`src/self_test_pkg.sv`:
```
// constants, register map and state types shared by the self-test controller
package self_test_pkg;

  ////////////////////////////////////////////////////////////////////////////
  // timing
  localparam int unsigned CLK_PERIOD_NS = 10;
  localparam int unsigned NS_PER_MS = 1000000;
  localparam int unsigned LBIST_TIME_MS = 30;
  localparam int unsigned TST_TIME_MS = 30;
  localparam int unsigned LBIST_CYCLES = LBIST_TIME_MS * NS_PER_MS / CLK_PERIOD_NS;
  localparam int unsigned TST_CYCLES = TST_TIME_MS * NS_PER_MS / CLK_PERIOD_NS;

  ////////////////////////////////////////////////////////////////////////////
  // logic self-test structure
  localparam int NUM_CHAINS = 31;
  localparam int SIG_W = 31;
  localparam int CHAIN_LEN = 8;
  localparam int LFSR_TAP_A = 30;
  localparam int LFSR_TAP_B = 27;
  localparam logic [SIG_W-1:0] LFSR_SEED = 31'h1234_5678;
  localparam logic [SIG_W-1:0] MISR_SEED = 31'h0000_0000;
  localparam logic [SIG_W-1:0] EXPECTED_SIGNATURE = 31'h2B3C_4D5E;

  ////////////////////////////////////////////////////////////////////////////
  // transducer self-test structure
  localparam int NUM_STEPS = 16;
  localparam int STEP_W = 4;
  localparam int ELEM_W = 3;
  localparam int ANGLE_W = 12;
  localparam logic [STEP_W-1:0] LAST_STEP = 4'hF;
  localparam logic [ANGLE_W-1:0] ANGLE_STEP = 12'h100;
  localparam logic [ANGLE_W-1:0] ANGLE_TOL = 12'h040;

  ////////////////////////////////////////////////////////////////////////////
  // register map
  localparam int ADDR_W = 8;
  localparam int DATA_W = 32;
  localparam logic [ADDR_W-1:0] ADDR_CTRL = 8'h00;
  localparam logic [ADDR_W-1:0] ADDR_STATUS = 8'h04;
  localparam logic [ADDR_W-1:0] ADDR_ERROR = 8'h08;
  localparam logic [ADDR_W-1:0] ADDR_INT_STATUS = 8'h0C;
  localparam logic [ADDR_W-1:0] ADDR_INT_MASK = 8'h10;
  localparam logic [ADDR_W-1:0] ADDR_SIGNATURE = 8'h14;
  localparam int CMD_W = 4;
  localparam logic [CMD_W-1:0] CMD_TRANSDUCER = 4'h1;
  localparam logic [CMD_W-1:0] CMD_LOGIC = 4'h2;
  localparam logic [CMD_W-1:0] CMD_BOTH = 4'h3;
  localparam int ST_DONE_BIT = 0;
  localparam int ERR_W = 3;
  localparam int ERR_FAIL_BIT = 0;
  localparam int INT_W = 3;
  localparam logic [INT_W-1:0] INT_MASK_RESET = 3'h0;

  typedef enum logic [2:0] {PU_WAIT = 3'b001, PU_LAUNCH = 3'b010, PU_IDLE = 3'b100} pu_state_t;
  typedef enum logic [1:0] {SEQ_IDLE = 2'b01, SEQ_RUN = 2'b10} seq_state_t;

endpackage : self_test_pkg

```
`src/self_test_ctrl.sv`:
```
// self-test controller top: power-up launch, command port, flags and interrupt
// Operation
// - the logic under test is split into 31 scan chains that all shift together.
// - one 31-bit LFSR feeds every scan chain in parallel with pseudo-random bits.
// - all chain outputs are compressed into a 31-bit multiple-input signature register.
// - the logic test and the transducer test may run at the same time.
// - a logic test run lasts about 30 ms.
// - the transducer test moves the switch network into a test arrangement driven by a test current.
// - a rotating angle is emulated by stepping the current polarity and the driven elements.
// - the measured angle during the emulated rotation decides pass or fail.
// - a transducer test run lasts about 30 ms.
// - the transducer test runs at power-up when its nonvolatile enable is 1.
// - the host starts a test by writing the matching command to the control register.
// - completion shows as the done flag set or the transducer running flag cleared.
// - a failed test sets the failure flag, which the host clears before a test.
// - with the command disable bit at 1, start commands are ignored.
// - the logic test runs at power-up only when its nonvolatile enable is set.
//
// Chosen here: the placing of the registers and the plain strobed port.
`timescale 1ns/1ns
module self_test_ctrl
  import self_test_pkg::*;
#(
  parameter int unsigned LBIST_RUN_CYCLES = LBIST_CYCLES,
  parameter int unsigned STEP_CYCLES = TST_CYCLES / NUM_STEPS,
  parameter logic [SIG_W-1:0] EXPECTED_SIG = EXPECTED_SIGNATURE
) (
  input wire logic clk,
  input wire logic sys_rst,
  input wire logic ce,
  input wire logic [ADDR_W-1:0] addr,
  input wire logic [DATA_W-1:0] wdata,
  input wire logic wr_stb,
  input wire logic rd_stb,
  output logic [DATA_W-1:0] rdata,
  output logic irq,
  input wire logic powerup_transducer_test_enable,
  input wire logic powerup_logic_test_enable,
  input wire logic test_command_disable,
  input wire logic [ANGLE_W-1:0] measured_angle,
  input wire logic angle_valid,
  output logic test_mode,
  output logic current_pol,
  output logic [ELEM_W-1:0] element_sel
);

  pu_state_t pu_state;
  logic pu_logic_en_reg;
  logic pu_trans_en_reg;
  logic start_logic_reg;
  logic start_trans_reg;
  logic special_done_flag;
  logic [ERR_W-1:0] err_reg;
  logic [INT_W-1:0] int_status_reg;
  logic [INT_W-1:0] int_mask_reg;
  logic [INT_W-1:0] int_status_next;
  logic [INT_W-1:0] int_mask_next;
  logic [DATA_W-1:0] read_mux;
  logic lb_running;
  logic lb_done;
  logic lb_fail;
  logic [SIG_W-1:0] lb_signature;
  logic transducer_test_running_flag;
  logic ts_done;
  logic ts_fail;
  logic cmd_ok;
  logic [CMD_W-1:0] cmd;
  logic wr_status;
  logic wr_error;
  logic wr_int_status;
  logic wr_int_mask;
  logic any_start;
  logic done_set;

  ////////////////////////////////////////////////////////////////////////////
  // test engines
  lbist_engine #(
    .RUN_CYCLES(LBIST_RUN_CYCLES),
    .EXPECTED_SIG(EXPECTED_SIG)
  ) u_lbist (
    .clk(clk),
    .sys_rst(sys_rst),
    .ce(ce),
    .start(start_logic_reg),
    .running(lb_running),
    .done(lb_done),
    .fail(lb_fail),
    .signature(lb_signature)
  );

  transducer_seq #(
    .STEP_CYCLES(STEP_CYCLES)
  ) u_transducer (
    .clk(clk),
    .sys_rst(sys_rst),
    .ce(ce),
    .start(start_trans_reg),
    .measured_angle(measured_angle),
    .angle_valid(angle_valid),
    .running(transducer_test_running_flag),
    .done(ts_done),
    .fail(ts_fail),
    .test_mode(test_mode),
    .current_pol(current_pol),
    .element_sel(element_sel)
  );

  ////////////////////////////////////////////////////////////////////////////
  // bus decode
  assign cmd = wdata[CMD_W-1:0];
  assign wr_status = wr_stb && (addr == ADDR_STATUS);
  assign wr_error = wr_stb && (addr == ADDR_ERROR);
  assign wr_int_status = wr_stb && (addr == ADDR_INT_STATUS);
  assign wr_int_mask = wr_stb && (addr == ADDR_INT_MASK);
  // commands during the power-up launch are dropped, so the two sources never race
  assign cmd_ok = wr_stb && (addr == ADDR_CTRL) && !test_command_disable && (pu_state == PU_IDLE);
  assign any_start = start_logic_reg || start_trans_reg;
  assign done_set = (lb_done || ts_done) && !lb_running && !transducer_test_running_flag;

  ////////////////////////////////////////////////////////////////////////////
  // power-up launch; straps are caught one cycle after reset release
  always_ff @(posedge clk or posedge sys_rst) begin
    if (sys_rst) begin
      pu_state <= PU_WAIT;
    end else if (ce) begin
      case (pu_state)
        PU_WAIT: pu_state <= PU_LAUNCH;
        PU_LAUNCH: pu_state <= PU_IDLE;
        PU_IDLE: pu_state <= PU_IDLE;
        default: pu_state <= PU_IDLE;
      endcase
    end
  end

  always_ff @(posedge clk or posedge sys_rst) begin
    if (sys_rst) begin
      pu_logic_en_reg <= 1'b0;
      pu_trans_en_reg <= 1'b0;
    end else if (ce && pu_state == PU_WAIT) begin
      pu_logic_en_reg <= powerup_logic_test_enable;
      pu_trans_en_reg <= powerup_transducer_test_enable;
    end
  end

  // both starts may fire together: the engines are independent
  always_ff @(posedge clk or posedge sys_rst) begin
    if (sys_rst) begin
      start_logic_reg <= 1'b0;
      start_trans_reg <= 1'b0;
    end else if (ce) begin
      start_logic_reg <= (pu_state == PU_LAUNCH && pu_logic_en_reg)
        || (cmd_ok && (cmd == CMD_LOGIC || cmd == CMD_BOTH));
      start_trans_reg <= (pu_state == PU_LAUNCH && pu_trans_en_reg)
        || (cmd_ok && (cmd == CMD_TRANSDUCER || cmd == CMD_BOTH));
    end
  end

  ////////////////////////////////////////////////////////////////////////////
  // completion and failure flags; a set always beats a same-cycle clear
  always_ff @(posedge clk or posedge sys_rst) begin
    if (sys_rst) begin
      special_done_flag <= 1'b0;
    end else if (ce) begin
      special_done_flag <= done_set
        || (special_done_flag && !(wr_status && wdata[ST_DONE_BIT]) && !any_start);
    end
  end

  // never cleared by a passing run, only by the host
  always_ff @(posedge clk or posedge sys_rst) begin
    if (sys_rst) begin
      err_reg <= '0;
    end else if (ce) begin
      err_reg <= {ts_fail, lb_fail, lb_fail || ts_fail}
        | (err_reg & ~(wr_error ? wdata[ERR_W-1:0] : {ERR_W{1'b0}}));
    end
  end

  ////////////////////////////////////////////////////////////////////////////
  // interrupt: sticky events, write one to clear, masked onto one level
  always_comb begin
    int_status_next = {lb_fail || ts_fail, ts_done, lb_done}
      | (int_status_reg & ~(wr_int_status ? wdata[INT_W-1:0] : {INT_W{1'b0}}));
    int_mask_next = wr_int_mask ? wdata[INT_W-1:0] : int_mask_reg;
  end

  always_ff @(posedge clk or posedge sys_rst) begin
    if (sys_rst) begin
      int_status_reg <= '0;
      int_mask_reg <= INT_MASK_RESET;
      irq <= 1'b0;
    end else if (ce) begin
      int_status_reg <= int_status_next;
      int_mask_reg <= int_mask_next;
      irq <= |(int_status_next & int_mask_next);
    end
  end

  ////////////////////////////////////////////////////////////////////////////
  // read port: data stands only in the cycle after the strobe
  always_comb begin
    read_mux = '0;
    if (addr == ADDR_CTRL) begin
      read_mux = '0;
    end else if (addr == ADDR_STATUS) begin
      read_mux = {29'h0000_0000, lb_running, transducer_test_running_flag, special_done_flag};
    end else if (addr == ADDR_ERROR) begin
      read_mux = {29'h0000_0000, err_reg};
    end else if (addr == ADDR_INT_STATUS) begin
      read_mux = {29'h0000_0000, int_status_reg};
    end else if (addr == ADDR_INT_MASK) begin
      read_mux = {29'h0000_0000, int_mask_reg};
    end else if (addr == ADDR_SIGNATURE) begin
      read_mux = {1'b0, lb_signature};
    end
  end

  always_ff @(posedge clk or posedge sys_rst) begin
    if (sys_rst) begin
      rdata <= '0;
    end else if (ce) begin
      rdata <= rd_stb ? read_mux : '0;
    end
  end

  ////////////////////////////////////////////////////////////////////////////
  // checks
  property p_cmd_disabled;
    @(posedge clk) disable iff (sys_rst)
    (ce && wr_stb && addr == ADDR_CTRL && test_command_disable && pu_state == PU_IDLE)
      |=> !start_logic_reg && !start_trans_reg;
  endproperty
  a_cmd_disabled: assert property (p_cmd_disabled) else $error("start taken while disabled");

  property p_cmd_both;
    @(posedge clk) disable iff (sys_rst)
    (ce && cmd_ok && cmd == CMD_BOTH && !lb_running && !transducer_test_running_flag)
      |=> start_logic_reg && start_trans_reg ##1 (lb_running && transducer_test_running_flag) [*2];
  endproperty
  a_cmd_both: assert property (p_cmd_both) else $error("tests not running together");

  property p_powerup_logic;
    @(posedge clk) disable iff (sys_rst)
    (ce && pu_state == PU_LAUNCH) |=> (start_logic_reg == $past(pu_logic_en_reg));
  endproperty
  a_powerup_logic: assert property (p_powerup_logic) else $error("power-up logic test launch wrong");

  property p_powerup_trans;
    @(posedge clk) disable iff (sys_rst)
    (ce && pu_state == PU_LAUNCH) |=> (start_trans_reg == $past(pu_trans_en_reg));
  endproperty
  a_powerup_trans: assert property (p_powerup_trans) else $error("power-up transducer launch wrong");

  property p_fail_set;
    @(posedge clk) disable iff (sys_rst)
    (ce && (lb_fail || ts_fail)) |=> err_reg[ERR_FAIL_BIT];
  endproperty
  a_fail_set: assert property (p_fail_set) else $error("failure not flagged");

  property p_fail_sticky;
    @(posedge clk) disable iff (sys_rst)
    (err_reg[ERR_FAIL_BIT] && !(ce && wr_error && wdata[ERR_FAIL_BIT])) |=> err_reg[ERR_FAIL_BIT];
  endproperty
  a_fail_sticky: assert property (p_fail_sticky) else $error("failure flag dropped by itself");

  property p_done_flag;
    @(posedge clk) disable iff (sys_rst)
    (ce && done_set) |=> special_done_flag;
  endproperty
  a_done_flag: assert property (p_done_flag) else $error("completion not flagged");

  property p_status_read;
    @(posedge clk) disable iff (sys_rst)
    (ce && rd_stb && addr == ADDR_STATUS) |=> (rdata[1] == $past(transducer_test_running_flag));
  endproperty
  a_status_read: assert property (p_status_read) else $error("running flag misreported");

  property p_irq_level;
    @(posedge clk) disable iff (sys_rst)
    1'b1 |-> (irq == |(int_status_reg & int_mask_reg));
  endproperty
  a_irq_level: assert property (p_irq_level) else $error("interrupt level disagrees with status");

endmodule : self_test_ctrl

```
`src/lbist_engine.sv`:
```
// logic self-test engine: pattern generator, scan chains and signature register
`timescale 1ns/1ns
module lbist_engine
  import self_test_pkg::*;
#(
  parameter int unsigned RUN_CYCLES = LBIST_CYCLES,
  parameter logic [SIG_W-1:0] EXPECTED_SIG = EXPECTED_SIGNATURE
) (
  input wire logic clk,
  input wire logic sys_rst,
  input wire logic ce,
  input wire logic start,
  output logic running,
  output logic done,
  output logic fail,
  output logic [SIG_W-1:0] signature
);

  seq_state_t state_reg;
  logic [31:0] count_reg;
  logic [SIG_W-1:0] lfsr_reg;
  logic [SIG_W-1:0] misr_reg;
  logic [SIG_W-1:0] misr_next;
  logic [NUM_CHAINS-1:0] scan_out;
  logic last;

  assign running = (state_reg == SEQ_RUN);
  assign last = running && (count_reg == 32'(RUN_CYCLES - 1));
  assign signature = misr_reg;
  assign misr_next = {misr_reg[SIG_W-2:0], misr_reg[LFSR_TAP_A] ^ misr_reg[LFSR_TAP_B]} ^ scan_out;

  ////////////////////////////////////////////////////////////////////////////
  // all chains shift together, each fed by its own generator bit
  for (genvar g = 0; g < NUM_CHAINS; g++) begin : g_chain
    logic [CHAIN_LEN-1:0] chain_reg;
    always_ff @(posedge clk or posedge sys_rst) begin
      if (sys_rst) begin
        chain_reg <= '0;
      end else if (ce && start && !running) begin
        chain_reg <= '0;
      end else if (ce && running) begin
        chain_reg <= {chain_reg[CHAIN_LEN-2:0], lfsr_reg[g]};
      end
    end
    assign scan_out[g] = chain_reg[CHAIN_LEN-1];
  end

  always_ff @(posedge clk or posedge sys_rst) begin
    if (sys_rst) begin
      state_reg <= SEQ_IDLE;
      count_reg <= '0;
    end else if (ce) begin
      case (state_reg)
        SEQ_IDLE: begin
          if (start) begin
            state_reg <= SEQ_RUN;
            count_reg <= '0;
          end
        end
        SEQ_RUN: begin
          count_reg <= count_reg + 32'h1;
          if (last) begin
            state_reg <= SEQ_IDLE;
          end
        end
        default: state_reg <= SEQ_IDLE;
      endcase
    end
  end

  always_ff @(posedge clk or posedge sys_rst) begin
    if (sys_rst) begin
      lfsr_reg <= LFSR_SEED;
      misr_reg <= MISR_SEED;
    end else if (ce && start && !running) begin
      lfsr_reg <= LFSR_SEED;
      misr_reg <= MISR_SEED;
    end else if (ce && running) begin
      lfsr_reg <= {lfsr_reg[SIG_W-2:0], lfsr_reg[LFSR_TAP_A] ^ lfsr_reg[LFSR_TAP_B]};
      misr_reg <= misr_next;
    end
  end

  always_ff @(posedge clk or posedge sys_rst) begin
    if (sys_rst) begin
      done <= 1'b0;
      fail <= 1'b0;
    end else if (ce) begin
      done <= last;
      fail <= last && (misr_next != EXPECTED_SIG);
    end
  end

  property p_seed_load;
    @(posedge clk) disable iff (sys_rst)
    (ce && start && !running) |=> (lfsr_reg == LFSR_SEED) && (misr_reg == MISR_SEED) && running;
  endproperty
  a_seed_load: assert property (p_seed_load) else $error("seeds not loaded at start");

  property p_run_bound;
    @(posedge clk) disable iff (sys_rst)
    running |-> (count_reg < 32'(RUN_CYCLES));
  endproperty
  a_run_bound: assert property (p_run_bound) else $error("logic test overran its length");

endmodule : lbist_engine

```
`src/transducer_seq.sv`:
```
// transducer self-test sequencer: emulated rotation and angle check
`timescale 1ns/1ns
module transducer_seq
  import self_test_pkg::*;
#(
  parameter int unsigned STEP_CYCLES = TST_CYCLES / NUM_STEPS
) (
  input wire logic clk,
  input wire logic sys_rst,
  input wire logic ce,
  input wire logic start,
  input wire logic [ANGLE_W-1:0] measured_angle,
  input wire logic angle_valid,
  output logic running,
  output logic done,
  output logic fail,
  output logic test_mode,
  output logic current_pol,
  output logic [ELEM_W-1:0] element_sel
);

  seq_state_t state_reg;
  logic [STEP_W-1:0] step_reg;
  logic [31:0] count_reg;
  logic seen_reg;
  logic ok_reg;
  logic bad_reg;
  logic step_end;
  logic bad_next;
  logic [ANGLE_W-1:0] diff;

  assign running = (state_reg == SEQ_RUN);
  assign step_end = running && (count_reg == 32'(STEP_CYCLES - 1));
  // wrapped difference, so the check works across the 0/360 seam
  assign diff = measured_angle - (ANGLE_W'(step_reg) * ANGLE_STEP);
  assign bad_next = bad_reg || !seen_reg || !ok_reg;

  always_ff @(posedge clk or posedge sys_rst) begin
    if (sys_rst) begin
      state_reg <= SEQ_IDLE;
      step_reg <= '0;
      count_reg <= '0;
      test_mode <= 1'b0;
      current_pol <= 1'b0;
      element_sel <= '0;
    end else if (ce) begin
      case (state_reg)
        SEQ_IDLE: begin
          if (start) begin
            state_reg <= SEQ_RUN;
            step_reg <= '0;
            count_reg <= '0;
            test_mode <= 1'b1;
            current_pol <= 1'b0;
            element_sel <= '0;
          end
        end
        SEQ_RUN: begin
          count_reg <= step_end ? 32'h0 : count_reg + 32'h1;
          if (step_end && step_reg == LAST_STEP) begin
            state_reg <= SEQ_IDLE;
            test_mode <= 1'b0;
          end else if (step_end) begin
            step_reg <= step_reg + 4'h1;
            current_pol <= step_reg[STEP_W-1] ^ (&step_reg[ELEM_W-1:0]);
            element_sel <= ELEM_W'(step_reg + 4'h1);
          end
        end
        default: state_reg <= SEQ_IDLE;
      endcase
    end
  end

  ////////////////////////////////////////////////////////////////////////////
  // a step passes only if a sample arrived and the latest one was in tolerance
  always_ff @(posedge clk or posedge sys_rst) begin
    if (sys_rst) begin
      seen_reg <= 1'b0;
      ok_reg <= 1'b0;
      bad_reg <= 1'b0;
      done <= 1'b0;
      fail <= 1'b0;
    end else if (ce) begin
      done <= step_end && step_reg == LAST_STEP;
      fail <= step_end && step_reg == LAST_STEP && bad_next;
      if (!running || step_end) begin
        seen_reg <= 1'b0;
        ok_reg <= 1'b0;
        bad_reg <= running ? bad_next : 1'b0;
      end else if (angle_valid) begin
        seen_reg <= 1'b1;
        ok_reg <= (diff <= ANGLE_TOL) || (diff >= (ANGLE_W'(0) - ANGLE_TOL));
      end
    end
  end

  property p_step_advance;
    @(posedge clk) disable iff (sys_rst)
    (ce && step_end && step_reg != LAST_STEP) |=> (step_reg == $past(step_reg) + 4'h1) && test_mode;
  endproperty
  a_step_advance: assert property (p_step_advance) else $error("rotation step did not advance");

  property p_enter_test;
    @(posedge clk) disable iff (sys_rst)
    (ce && start && !running) |=> test_mode && !current_pol && (element_sel == '0);
  endproperty
  a_enter_test: assert property (p_enter_test) else $error("switch network not in test arrangement");

endmodule : transducer_seq

```
`config.mk`:
```
export PLATFORM = sky130hd
export DESIGN_NAME = self_test_ctrl
export DESIGN_NICKNAME = d
export VERILOG_FILES = /design/src/self_test_pkg.sv /design/src/self_test_ctrl.sv /design/src/lbist_engine.sv /design/src/transducer_seq.sv
export SDC_FILE = /design/constraint.sdc
export NUM_CORES = 1
export LEC_CHECK = 0
export BUFFER_PORTS_ARGS = -buffer_cell sky130_fd_sc_hd__clkbuf_2
export CORE_UTILIZATION = 30
export CTS_CLUSTER_DIAMETER = 60
export DETAILED_ROUTE_END_ITERATION = 12
export GPL_TIMING_DRIVEN = 0
export PLACE_DENSITY = 0.55
export SKIP_LAST_GASP = 1
export SYNTH_ARGS = -nofsm -noshare
export SYNTH_HDL_FRONTEND = slang
export SYNTH_SLANG_ARGS = --single-unit
```
`constraint.sdc`:
```
create_clock -name clk -period 10.28 [get_ports clk]
set_input_delay 0.514 -clock clk [delete_from_list [all_inputs] [get_ports clk]]
set_output_delay 0.514 -clock clk [all_outputs]
set_load 0.02 [all_outputs]
```
## Yosys cells after proc, flatten, opt, wreduce, memory -nomap -nowiden

Index checks and enable logic that the tools add are counted.

- Input port bits: 61
- Output and inout bits: 38
- Word-level logic and storage cells: 268
- Register bits: 444

- Order comparisons: 2
- Add/subtract/negate cells: 4
- Reductions and logical operators: 59
- Mux-type cells: 108
- Eq/ne operators: 25
- Bitwise logic cells: 11

Operator list:

| kind | count |
|---|---|
| $mux 8 | 62 |
| $mux 31 | 10 |
| $mux 32 | 4 |
| $pmux 32 s2 | 2 |
| $add 32x1->32 const B | 2 |
| $eq 32x18->1 const B | 1 |
| $eq 32x22->1 const B | 1 |
| $ne 31x30->1 const B | 1 |
| $xor 31x31->31 | 1 |
| $logic_and 1x1->1 | 25 |
| $mux 3 | 7 |
| $eq 8x4->1 const B | 2 |
| $eq 8x5->1 const B | 2 |
| $reduce_and 3->1 | 5 |
| $ge 12x12->1 const B | 1 |
| $le 12x7->1 const B | 1 |
| $logic_or 1x1->1 | 12 |
| $mux 4 | 3 |
| $sub 12x12->12 | 1 |
| $mux 1 | 10 |
| $and 3x3->3 | 3 |
| $eq 4x2->1 const B | 2 |
| $eq 8x3->1 const B | 1 |
| $logic_not 8->1 | 1 |
| other kinds (24) | 49 |

## Logic depth before layout (Yosys ltp)

Gate-level depths: netlist (run 1).

- Depth after elaboration: 8
- Gate-level depth with buffers: 8
- Mapped depth without buffers: 8

## Cells and area by module

Synthesis (run 1) repeated with hierarchy kept, for this count alone.

- Cells, all modules: 1167
- Area total of the unflattened synthesis: 13203.9 um^2

By module, submodules not included:

| module | sequential area each (um^2) | area an instance (um^2) | times used | cells an instance |
|---|---|---|---|---|
| lbist_engine | 5272.6 | 8310.5 | 1 | 688 |
| transducer_seq | 1127.3 | 2628.8 | 1 | 281 |
| self_test_ctrl | 1227.4 | 2264.7 | 1 | 198 |

## Worst setup path after synthesis (run 1)

OpenSTA, ideal clock, no wires.

- Kind: input to register
- Start point: in addr[1]
- End point: reg rdata[10]
- Data required time: 10.214 ns
- Buffers on the path: 2
- Setup slack: 8.203 ns
- Cell stages on the path: 7
- Data arrival time: 2.011 ns
- Setup time: 0.066 ns
- Cell sequence: or4_1 -> nor2_2 -> and4_1 -> and3_1 -> buf_6 -> buf_6 -> a22o_1

- Word-level cells in the longest chain between the ends: 8
- Elaborated cells on any way between the ends: 13
- Those cells by class: eq/ne (5); mux (7); reduce/logical (1)

RTL lines:

| what | line | RTL |
|---|---|---|
| from (decl) | self_test_ctrl.sv:31 | `input wire logic [ADDR_W-1:0] addr,` |
| $eq 8x5->1 | self_test_ctrl.sv:213 | `end else if (addr == ADDR_SIGNATURE) begin` |
| $mux 31 | self_test_ctrl.sv:213 |  |
| $mux 31 | self_test_ctrl.sv:211 | `end else if (addr == ADDR_INT_MASK) begin` |
| $mux 31 | self_test_ctrl.sv:209 | `end else if (addr == ADDR_INT_STATUS) begin` |
| $mux 31 | self_test_ctrl.sv:207 | `end else if (addr == ADDR_ERROR) begin` |
| $mux 31 | self_test_ctrl.sv:205 | `end else if (addr == ADDR_STATUS) begin` |
| $mux 31 (*) | self_test_ctrl.sv:203 | `if (addr == ADDR_CTRL) begin` |
| $mux 32 (*) | self_test_ctrl.sv:222 | `rdata <= rd_stb ? read_mux : '0;` |
| to (signal assigned) | self_test_ctrl.sv:222 |  |
| to (decl) | self_test_ctrl.sv:35 | `output logic [DATA_W-1:0] rdata,` |

Every way passes the cells marked *; elsewhere a longest branch is shown, timed or not.
A chain may end at the register's enable or synchronous reset.

## Final worst setup path (run 1)

- Start point: in ce
- End point: reg u_lbist.misr_reg[12], in the netlist u_lbist.signature[12]

- Word-level cells in the longest chain between the ends: 3
- Elaborated cells on any way between the ends: 5
- Those cells by class: mux (1); reduce/logical (4)

RTL lines:

| what | line | RTL |
|---|---|---|
| from (decl) | self_test_ctrl.sv:30 | `input wire logic ce,` |
| $logic_and 1x1->1 (2 in series) | lbist_engine.sv:75 | `end else if (ce && start && !running) begin` |
| $mux 31 or $reduce_bool 2->1 (tied branches) | - |  |
| to (signal assigned) | lbist_engine.sv:80 | `misr_reg <= misr_next;` |
| to (decl) | lbist_engine.sv:22 | `logic [SIG_W-1:0] misr_reg;` |

Several ways; a longest one is shown, not always the timed one.

==> results of run 1 <==
[area by class of cell]
type,count,area [µm²]
buffer,91,404
clock buffer,59,1160
clock inverter,11,151
fill,4630,29100
inverter,21,86.3
multi-input combinational,1019,5710
sequential,304,7630
tap,600,751
timing repair buffer,72,433
[worst min-delay path by stage]
stage / start / endpoint / slack [ns] / depth (start not counted)
floorplan: u_lbist.lfsr_reg[0] / u_lbist.g_chain[0].chain_reg[0] / 0.44 / 2
global placement: u_lbist.g_chain[5].chain_reg[4] / u_lbist.g_chain[5].chain_reg[5] / 0.44 / 2
detailed placement: sys_rst / u_lbist.g_chain[20].chain_reg[4] / 0.43 / 2
CTS: powerup_logic_test_enable / pu_logic_en_reg / 0.20 / 2
global route: powerup_logic_test_enable / pu_logic_en_reg / 0.21 / 2
finish: powerup_logic_test_enable / pu_logic_en_reg / 0.22 / 2
[Yosys cell counts, types with 7 or more instances]
cell	instances
nand2_1	335
dfrtp_1	288
nand3_1	190
nor2_1	71
clkbuf_1	58
o21ai_0	48
xnor2_1	48
xor2_1	42
a22o_1	37
nand4_1	31
nor4_1	25
a21oi_1	22
inv_1	21
nor3_1	19
dfstp_2	16
buf_2	14
buf_1	10
and3_1	9
and4_1	7
ha_1	7
mux2i_1	7
nand2b_1	7
nand3b_1	7
[power by group through the flow]
stage / combinational (mW) / sequential, mW / clock (mW)
6_report: 0.280 / 1.34 / 1.39
5_1_grt: 0.321 / 1.35 / 1.47
4_1_cts: 0.284 / 1.33 / 1.42
3_5_place_dp: 0.282 / 1.36 / 0
3_3_place_gp: 0.274 / 1.35 / 0
2_1_floorplan: 0.193 / 1.34 / 0
[logic make-up after synthesis]
group	Yosys count	share of synthesized area
adders and majority gates	8	0.00778
muxes	16	0.0124
and+or+nand+nor	756	0.260
AOI/OAI and AO/OA	148	0.0754
buffers and inverters	112	0.0349
other	1	0.000271
DFF	304	0.552
xor gates and xnor gates	90	0.0570
[per-stage QoR]
stage               hold slack [ns]  instance area [µm²]
floorplan                     0.438                13800
global placement              0.445                14900
detailed placement            0.427                15000
CTS                           0.197                16300
global route                  0.211                16300
finish                        0.223                16300
[metal layers]
metal	up-vias	wire, µm	GRT usage
met5	-	0	0
met4	0	838	0.0514
met3	63	1870	0.0306
met2	227	16200	0.246
met1	5398	17400	0.223
li1	5189	-	-
[worst max-delay path: stages]
cell and delay (ns):
clkbuf_1 0.40, inv_1 0.27, clkbuf_1 0.40, nor2_1 0.44, clkbuf_1 0.50, clkbuf_1 0.49, nand2_1 0.15, nand2_1 0.09
==> metrics.txt, run 1 <==
pin count of the biggest net entering global routing 105; Routed WL 36.3 mm; post-synth cell types 68; vias in the first global route 10800; Initial Utilization 0.305; post-synthesis sequential area ratio 0.552; post-layout minimum cycle time 2.78 ns; Routed WL per cell 16.7 µm; async set-reset flop share out of synthesis 1.00; DR DRC count 0; worst-path fanout max 10; worst skew pair latency 0.54 ns; final setup violation count 0; crit path launch ce; Site Rows 78; Final Total Pwr 3.00 mW; worst hold path class input pin to flop; CTS clock-pin slew for the worst setup and hold paths 0.06 ns; RSZ-0062 raised after global routing no; CTS root buffer clkbuf_16; ys flop type dfrtp_1; Clock power frac 0.461; max FFs per register 122; fin cells 2177; depth of the CTS H-tree 2; CP arrival 3.26 ns; most frequent cells in the layout nand2_1 (335), dfrtp_1 (288), nand3_1 (190), nor2_1 (71), clkbuf_2 (68); Yosys reg bits 304; FF-to-FF End u_lbist.signature[16]; syn nets 1504; total negative slack 0 ns; First-pass DRT Iterations 5; ratio of final minimum period to clock period 0.270; max-slew violation count 0; initial antenna violation count 0; clk_skew 0.0178 ns; share of the synthesized area in the top cell type 0.521; final worst slack 7.50 ns; commonest non-fill, non-tap cell in the layout nand2_1; core area 0.0454 mm²; post-cts resize count 0; Synth area leaders dfrtp_1 (52%), nand2_1 (9.1%), nand3_1 (6.9%); worst r2r src u_lbist.state_reg[0]; Mean Syn Cell Area 9.63 µm²; post-placement setup slack 6.97 ns; Synth area leader dfrtp_1; Post-DP HPWL 25.2 mm; Hold Buf Count CTS 1; switching part of the total 0.260; status finished, final reports clean; clk sinks 304; Horiz. Die Dim 217 µm; I/O pins 99; post-CTS setup buffers 0; Die H 217 µm; Leakage 7.82 nW; PwrDens 184 mW/mm²; CP Capture Type flop; WP data required 10.76 ns; first-pass GRT wire length 60.0 mm; Max VDD drop 109 µV; Fin. Hold Viols 0; r2r worst-path depth 7; Clock Path Buffers 3; Post-synth EDFFs 0; Slew @ Worst Pin 0.905 ns; ANT cells 0; CTS tree done; Max Cap Viol 0; vias 10900; Syn. warnings 0; Port Buffers 68; Final ANT Viol Nets 0; Crit Path Category input pin to flop; full die area 0.0469 mm²; Final Util 0.360; Via density 5.00; gr usage total 0.159; synth-to-layout area growth 18.1%; DRT iter0 DRCs 890; combinational fraction of design power 0.093; CTS Buf Count 39; Post-Syn Instances 1435; Seq pwr share 0.445; Netlist Area Pre-Place 0.0138 mm²; Psw 0.781 mW; Max Fclk 360 MHz; normalized max-slew margin 0.391; critical path launch point type input pin; nets@finish 1617; fraction of layout cells with a size suffix above 1 0.126; gr ovfl total 0; Placed Instances 2106; crit path to u_lbist.signature[12]; Final GP Congestion 0.886; R2R setup slack 7.66 ns; Power Internal 2.22 mW
(Power assumes the default switching activity.)
==> run 2: changes to the inputs <==
PLACE_DENSITY = 0.57   (was 0.55)
clock period = 2.5 ns   (was 10.28 ns; I/O delays follow)
==> run 2 against run 1 <==
Count of clock-buffer cells in the layout is 6 lower. Clock skew is 0.0026 ns higher. Setup slack worse by 7.4 ns. Flip-flop and latch count stayed put. Critical path type is now flop to flop.
==> metrics.txt, run 2 (synthesized netlist as in run 1, its figures left out) <==
ratio of final minimum period to clock period 0.949; worst-path fanout max 9; Horiz. Die Dim 217 µm; WP data required 2.90 ns; Cell Chain, Critical Path ha_1 -> nand4_2 -> a2111oi_4 -> a21oi_1 -> a2111oi_0; Routed WL 36.2 mm; synth-to-layout area growth 18.6%; final setup violation count 0; CTS root buffer clkbuf_16; M2 GR Usage 0.244; nets@finish 1627; Final Total Pwr 12.0 mW; RSZ-0062 raised after global routing no; CTS tree done; worst r2r src u_transducer.count_reg[0]; combinational fraction of design power 0.099; core area 0.0454 mm²; ANT cells 0; First-pass DRT Iterations 6; Slew @ Worst Pin 0.828 ns; I/O pins 99; initial antenna violation count 0; slowest stage delay, CP 0.77 ns; fillers 4561; Final Util 0.361; Via density 5.08; status finished, final reports clean; Register Area 0.00763 mm²; CTS Buf Count 37; delay-heaviest family, CP compound AO/OA/AOI/OAI gates; Min-Delay Startpoint measured_angle[7]; clk sinks 304; Port Buffers 68; Multi-input gate area 0.00572 mm²; fraction of layout cells with a size suffix above 1 0.132; Leakage 7.86 nW; Power Internal 8.80 mW; fin cells 2184; CP Capture Type flop; Clock power frac 0.441; gr busiest metal met2; Fin. Hold Viols 0; post-CTS setup buffers 0; Post-DP HPWL 25.8 mm; normalized max-slew margin 0.444; gr usage total 0.156; GRT met1 Usage 0.219; crit path launch u_transducer.count_reg[0]; Psw 3.16 mW; DR DRC count 0; worst hold path class input pin to flop; worst skew pair latency 0.53 ns; max FFs per register 122; switching part of the total 0.264; Routed WL per cell 16.6 µm; full die area 0.0469 mm²; critical path launch point type flop; depth of the CTS H-tree 2; Die H 217 µm; post-layout minimum cycle time 2.37 ns; vias in the first global route 11000; max-slew violation count 0; commonest non-fill, non-tap cell in the layout nand2_1; pin count of the biggest net entering global routing 43; PwrDens 730 mW/mm²; clk_skew 0.0205 ns; Seq pwr share 0.460; Crit Path Category flop to flop; first-pass GRT wire length 59.2 mm; worst path bufs/invs 0; Placed Instances 2112; GR Layer Usage met3 0.0330; Max Fclk 422 MHz; CP arrival 2.77 ns; Max stage delay cell, worst path a2111oi_4; Clock Path Buffers 3; Initial Utilization 0.305; DRT iter0 DRCs 1100; CTS clock-pin slew for the worst setup and hold paths 0.06 ns; gr ovfl total 0; vias 11100; Site Rows 78; Final ANT Viol Nets 0; most frequent cells in the layout nand2_1 (335), dfrtp_1 (288), nand3_1 (190), clkbuf_2 (74), nor2_1 (71); Max VDD drop 487 µV; Max Cap Viol 0; Final GP Congestion 0.866
run 2: cell count changes in the layout (fill, tap and decap cells not counted), sizes merged:
cell         delta
clkinvlp        +1
clkinv          +4
inv             -2
dlygate4sd3     +6
clkbuf          -5
bufinv          -2
buf             +5
run 2: what timing repair did:
| action | CTS | global route |
|---|---|---|
| gates resized for setup | 2 | 10 |
| hold buffers | 7 | 0 |
| endpoints found under the hold margin | 80 | 0 |
| cloned | 0 | 0 |
| setup endpoints to repair | 16 | 122 |
run 2: per-stage QoR:
stage	worst slack, ns	setup TNS (ns)	hold WS [ns]	instance area [µm²]
2_1_floorplan	-1.65	-485.78	0.257	13800
3_3_place_gp	-3.58	-1071.08	0.364	14900
3_5_place_dp	-0.339	-17.41	0.118	15100
4_1_cts	0.0233	0	0.0765	16400
5_1_grt	0.00698	0	0.0873	16400
6_report	0.128	0	0.0940	16400
run 2: power groups by stage:
| stage | combinational [mW] | clock, mW | sequential (mW) |
|---|---|---|---|
| 6_report | 1.18 | 5.28 | 5.50 |
| 3_5_place_dp | 1.18 | 0 | 5.58 |
| 4_1_cts | 1.19 | 5.41 | 5.50 |
| 2_1_floorplan | 0.795 | 0 | 5.51 |
| 5_1_grt | 1.34 | 5.59 | 5.54 |
| 3_3_place_gp | 1.12 | 0 | 5.58 |
run 2: final timing paths:
check | to | slack, ns | depth (start not counted)
setup / recovery | u_transducer.count_reg[28] | 0.13 | 5
hold / removal | u_transducer.ok_reg | 0.09 | 4
setup reg to reg | u_transducer.count_reg[28] | 0.13 | 5
hold reg to reg | u_lbist.lfsr_reg[23] | 0.46 | 2
max in group asynchronous | u_lbist.lfsr_reg[9] | 1.37 | 6
min in group asynchronous | u_lbist.g_chain[20].chain_reg[3] | 0.12 | 3
run 2: worst register-to-register path, stage by stage, from the launching register on:
cell and delay (ns):
dfrtp_1 0.40, ha_1 0.28, nand4_2 0.28, a2111oi_4 0.77, a21oi_1 0.15, a2111oi_0 0.37
run 2: layout make-up:
class / instances / area share
clock buffers: 53 / 0.0670
clock inverters: 12 / 0.00656
inverters: 21 / 0.00504
plain buffers: 91 / 0.0252
well taps: 600 / 0.0458
repair buffers: 84 / 0.0365
flip-flops and latches: 304 / 0.465
multi-input cells: 1019 / 0.349
run 2: routing by layer:
layer  vias up  share of wire  wire length, µm
met3        59          0.062             2250
met5         -              0                0
met4         0          0.019              680
li1       5219              -                -
met2       267           0.45            16200
met1      5551           0.47            17000
==> run 3: changes to the inputs <==
BUFFER_PORTS_ARGS = not set   (was -buffer_cell sky130_fd_sc_hd__clkbuf_2)
DONT_BUFFER_PORTS = 1   (was not set)
PLACE_DENSITY = 0.49   (was 0.57)
==> run 3 against run 2 <==
Utilization is 0.47 points lower. Highest routed layer is now met5. Critical path type unchanged. Clock skew is 0.0062 ns higher. Clock power is 5.3% higher.
==> metrics.txt, run 3 (synthesized netlist as in run 1, its figures left out) <==
CP arrival 2.78 ns; worst-path fanout max 10; I/O pins 99; Initial Utilization 0.305; status finished, final reports clean; Register Area 0.00763 mm²; core area 0.0454 mm²; gr usage total 0.167; vias in the first global route 10700; normalized max-slew margin 0.502; cell area after layout 0.0162 mm²; Max Cap Viol 0; total negative slack 0 ns; nets@finish 1566; delay-heaviest family, CP buffers and inverters; First-pass DRT Iterations 5; worst skew pair latency 0.55 ns; Multi-input gate area 0.00573 mm²; Cell Chain, Critical Path nor2b_1 -> clkbuf_1 -> nand2_1 -> clkbuf_1 -> clkbuf_2 -> o21ai_0 -> nand2_1; depth of the CTS H-tree 2; fillers 4623; RSZ-0062 raised after global routing no; clk sinks 304; Placed Area 0.0148 mm²; ratio of final minimum period to clock period 0.919; Port Buffers 0; ANT cells 0; Die H 217 µm; vias 10600; gr ovfl total 0; Site Rows 78; Fin. Hold Viols 0; worst path bufs/invs 3; max FFs per register 122; slowest stage delay, CP 0.58 ns; post-CTS setup buffers 0; final setup violation count 0; Final GP Congestion 0.836; synth-to-layout area growth 17.1%; Leakage 7.62 nW; clk_skew 0.0267 ns; CTS clock-pin slew for the worst setup and hold paths 0.06 ns; Routed WL per cell 18.1 µm; initial antenna violation count 2; critical path launch point type flop; Placed Instances 2044; Max stage delay cell, worst path dfstp_2; Hold Worst Slack 0.0345 ns; Routed WL 38.3 mm; CTS tree done; PwrDens 755 mW/mm²; commonest non-fill, non-tap cell in the layout nand2_1; Max VDD drop 479 µV; Post-DP HPWL 27.1 mm; CTS Buf Count 37; first-pass GRT wire length 61.8 mm; Horiz. Die Dim 217 µm; Max Fclk 435 MHz; DRT iter0 DRCs 690; Slew @ Worst Pin 0.747 ns; worst hold path class input pin to flop; DR DRC count 0; pin count of the biggest net entering global routing 42; post-layout minimum cycle time 2.30 ns; full die area 0.0469 mm²; CTS root buffer clkbuf_16; max-slew violation count 0; CP Capture Type flop; fin cells 2122; WP data required 2.98 ns; Crit Path Category flop to flop; fraction of layout cells with a size suffix above 1 0.0946; most frequent cells in the layout nand2_1 (335), dfrtp_1 (288), nand3_1 (190), nor2_1 (71), clkbuf_1 (57); Final ANT Viol Nets 0; Via density 5.00; Clock Path Buffers 3
-- run 3: per-layer routing --
layer  vias up  global-route usage  share of wire
met1      5265               0.227           0.47
met3        65              0.0355          0.048
met2       186               0.265           0.46
met5         -                   0        0.00034
li1       5083                   -              -
met4         2              0.0502          0.025
-- run 3: layout make-up --
type                    count  share of cell area
clock inverters            11             0.00889
inverters                  21             0.00510
plain buffers              91              0.0256
clock buffers              53              0.0685
repair buffers             23              0.0203
flip-flops and latches    304               0.471
multi-input cells        1019               0.354
well taps                 600              0.0464
-- run 3: worst paths after layout --
path	slack (ns)	depth (start not counted)	end	startpoint
worst max-delay path	0.20	7	u_lbist.lfsr_reg[21]	u_lbist.state_reg[0]
worst min-delay path	0.03	3	rdata[2]	addr[2]
worst max register to register	0.20	7	u_lbist.lfsr_reg[21]	u_lbist.state_reg[0]
worst min register to register	0.45	2	u_lbist.g_chain[7].chain_reg[5]	u_lbist.g_chain[7].chain_reg[4]
max in group asynchronous	1.24	5	u_lbist.signature[6]	sys_rst
min in group asynchronous	0.14	2	u_lbist.g_chain[9].chain_reg[2]	sys_rst
-- run 3: repair_timing --
| action | CTS | global route |
|---|---|---|
| pin swaps | 0 | 1 |
| hold buffers | 14 | 0 |
| resized for setup | 1 | 16 |
| hold endpoints to repair | 109 | 0 |
| setup endpoints to repair | 66 | 81 |
-- run 3: worst min-delay path, cell delays in order --
cell	delay (ns)
nor3b_1	0.15
a32oi_1	0.19
nand2_1	0.07
-- run 3: power breakdown --
part / total (mW) / leakage [nW] / switching, mW / internal (mW)
clock: 5.56 / 0.617 / 2.16 / 3.39
combinational: 1.17 / 2.85 / 0.830 / 0.338
sequential: 5.49 / 4.15 / 0.204 / 5.28
-- run 3: per-stage QoR --
stage           util  worst slack, ns  power, mW
2_1_floorplan      -            -1.65       6.30
3_3_place_gp   0.321            -3.58       6.67
3_5_place_dp   0.325           -0.326       6.72
4_1_cts        0.356           0.0460       12.4
5_1_grt        0.357          0.00152       12.8
6_report       0.357            0.203       12.2
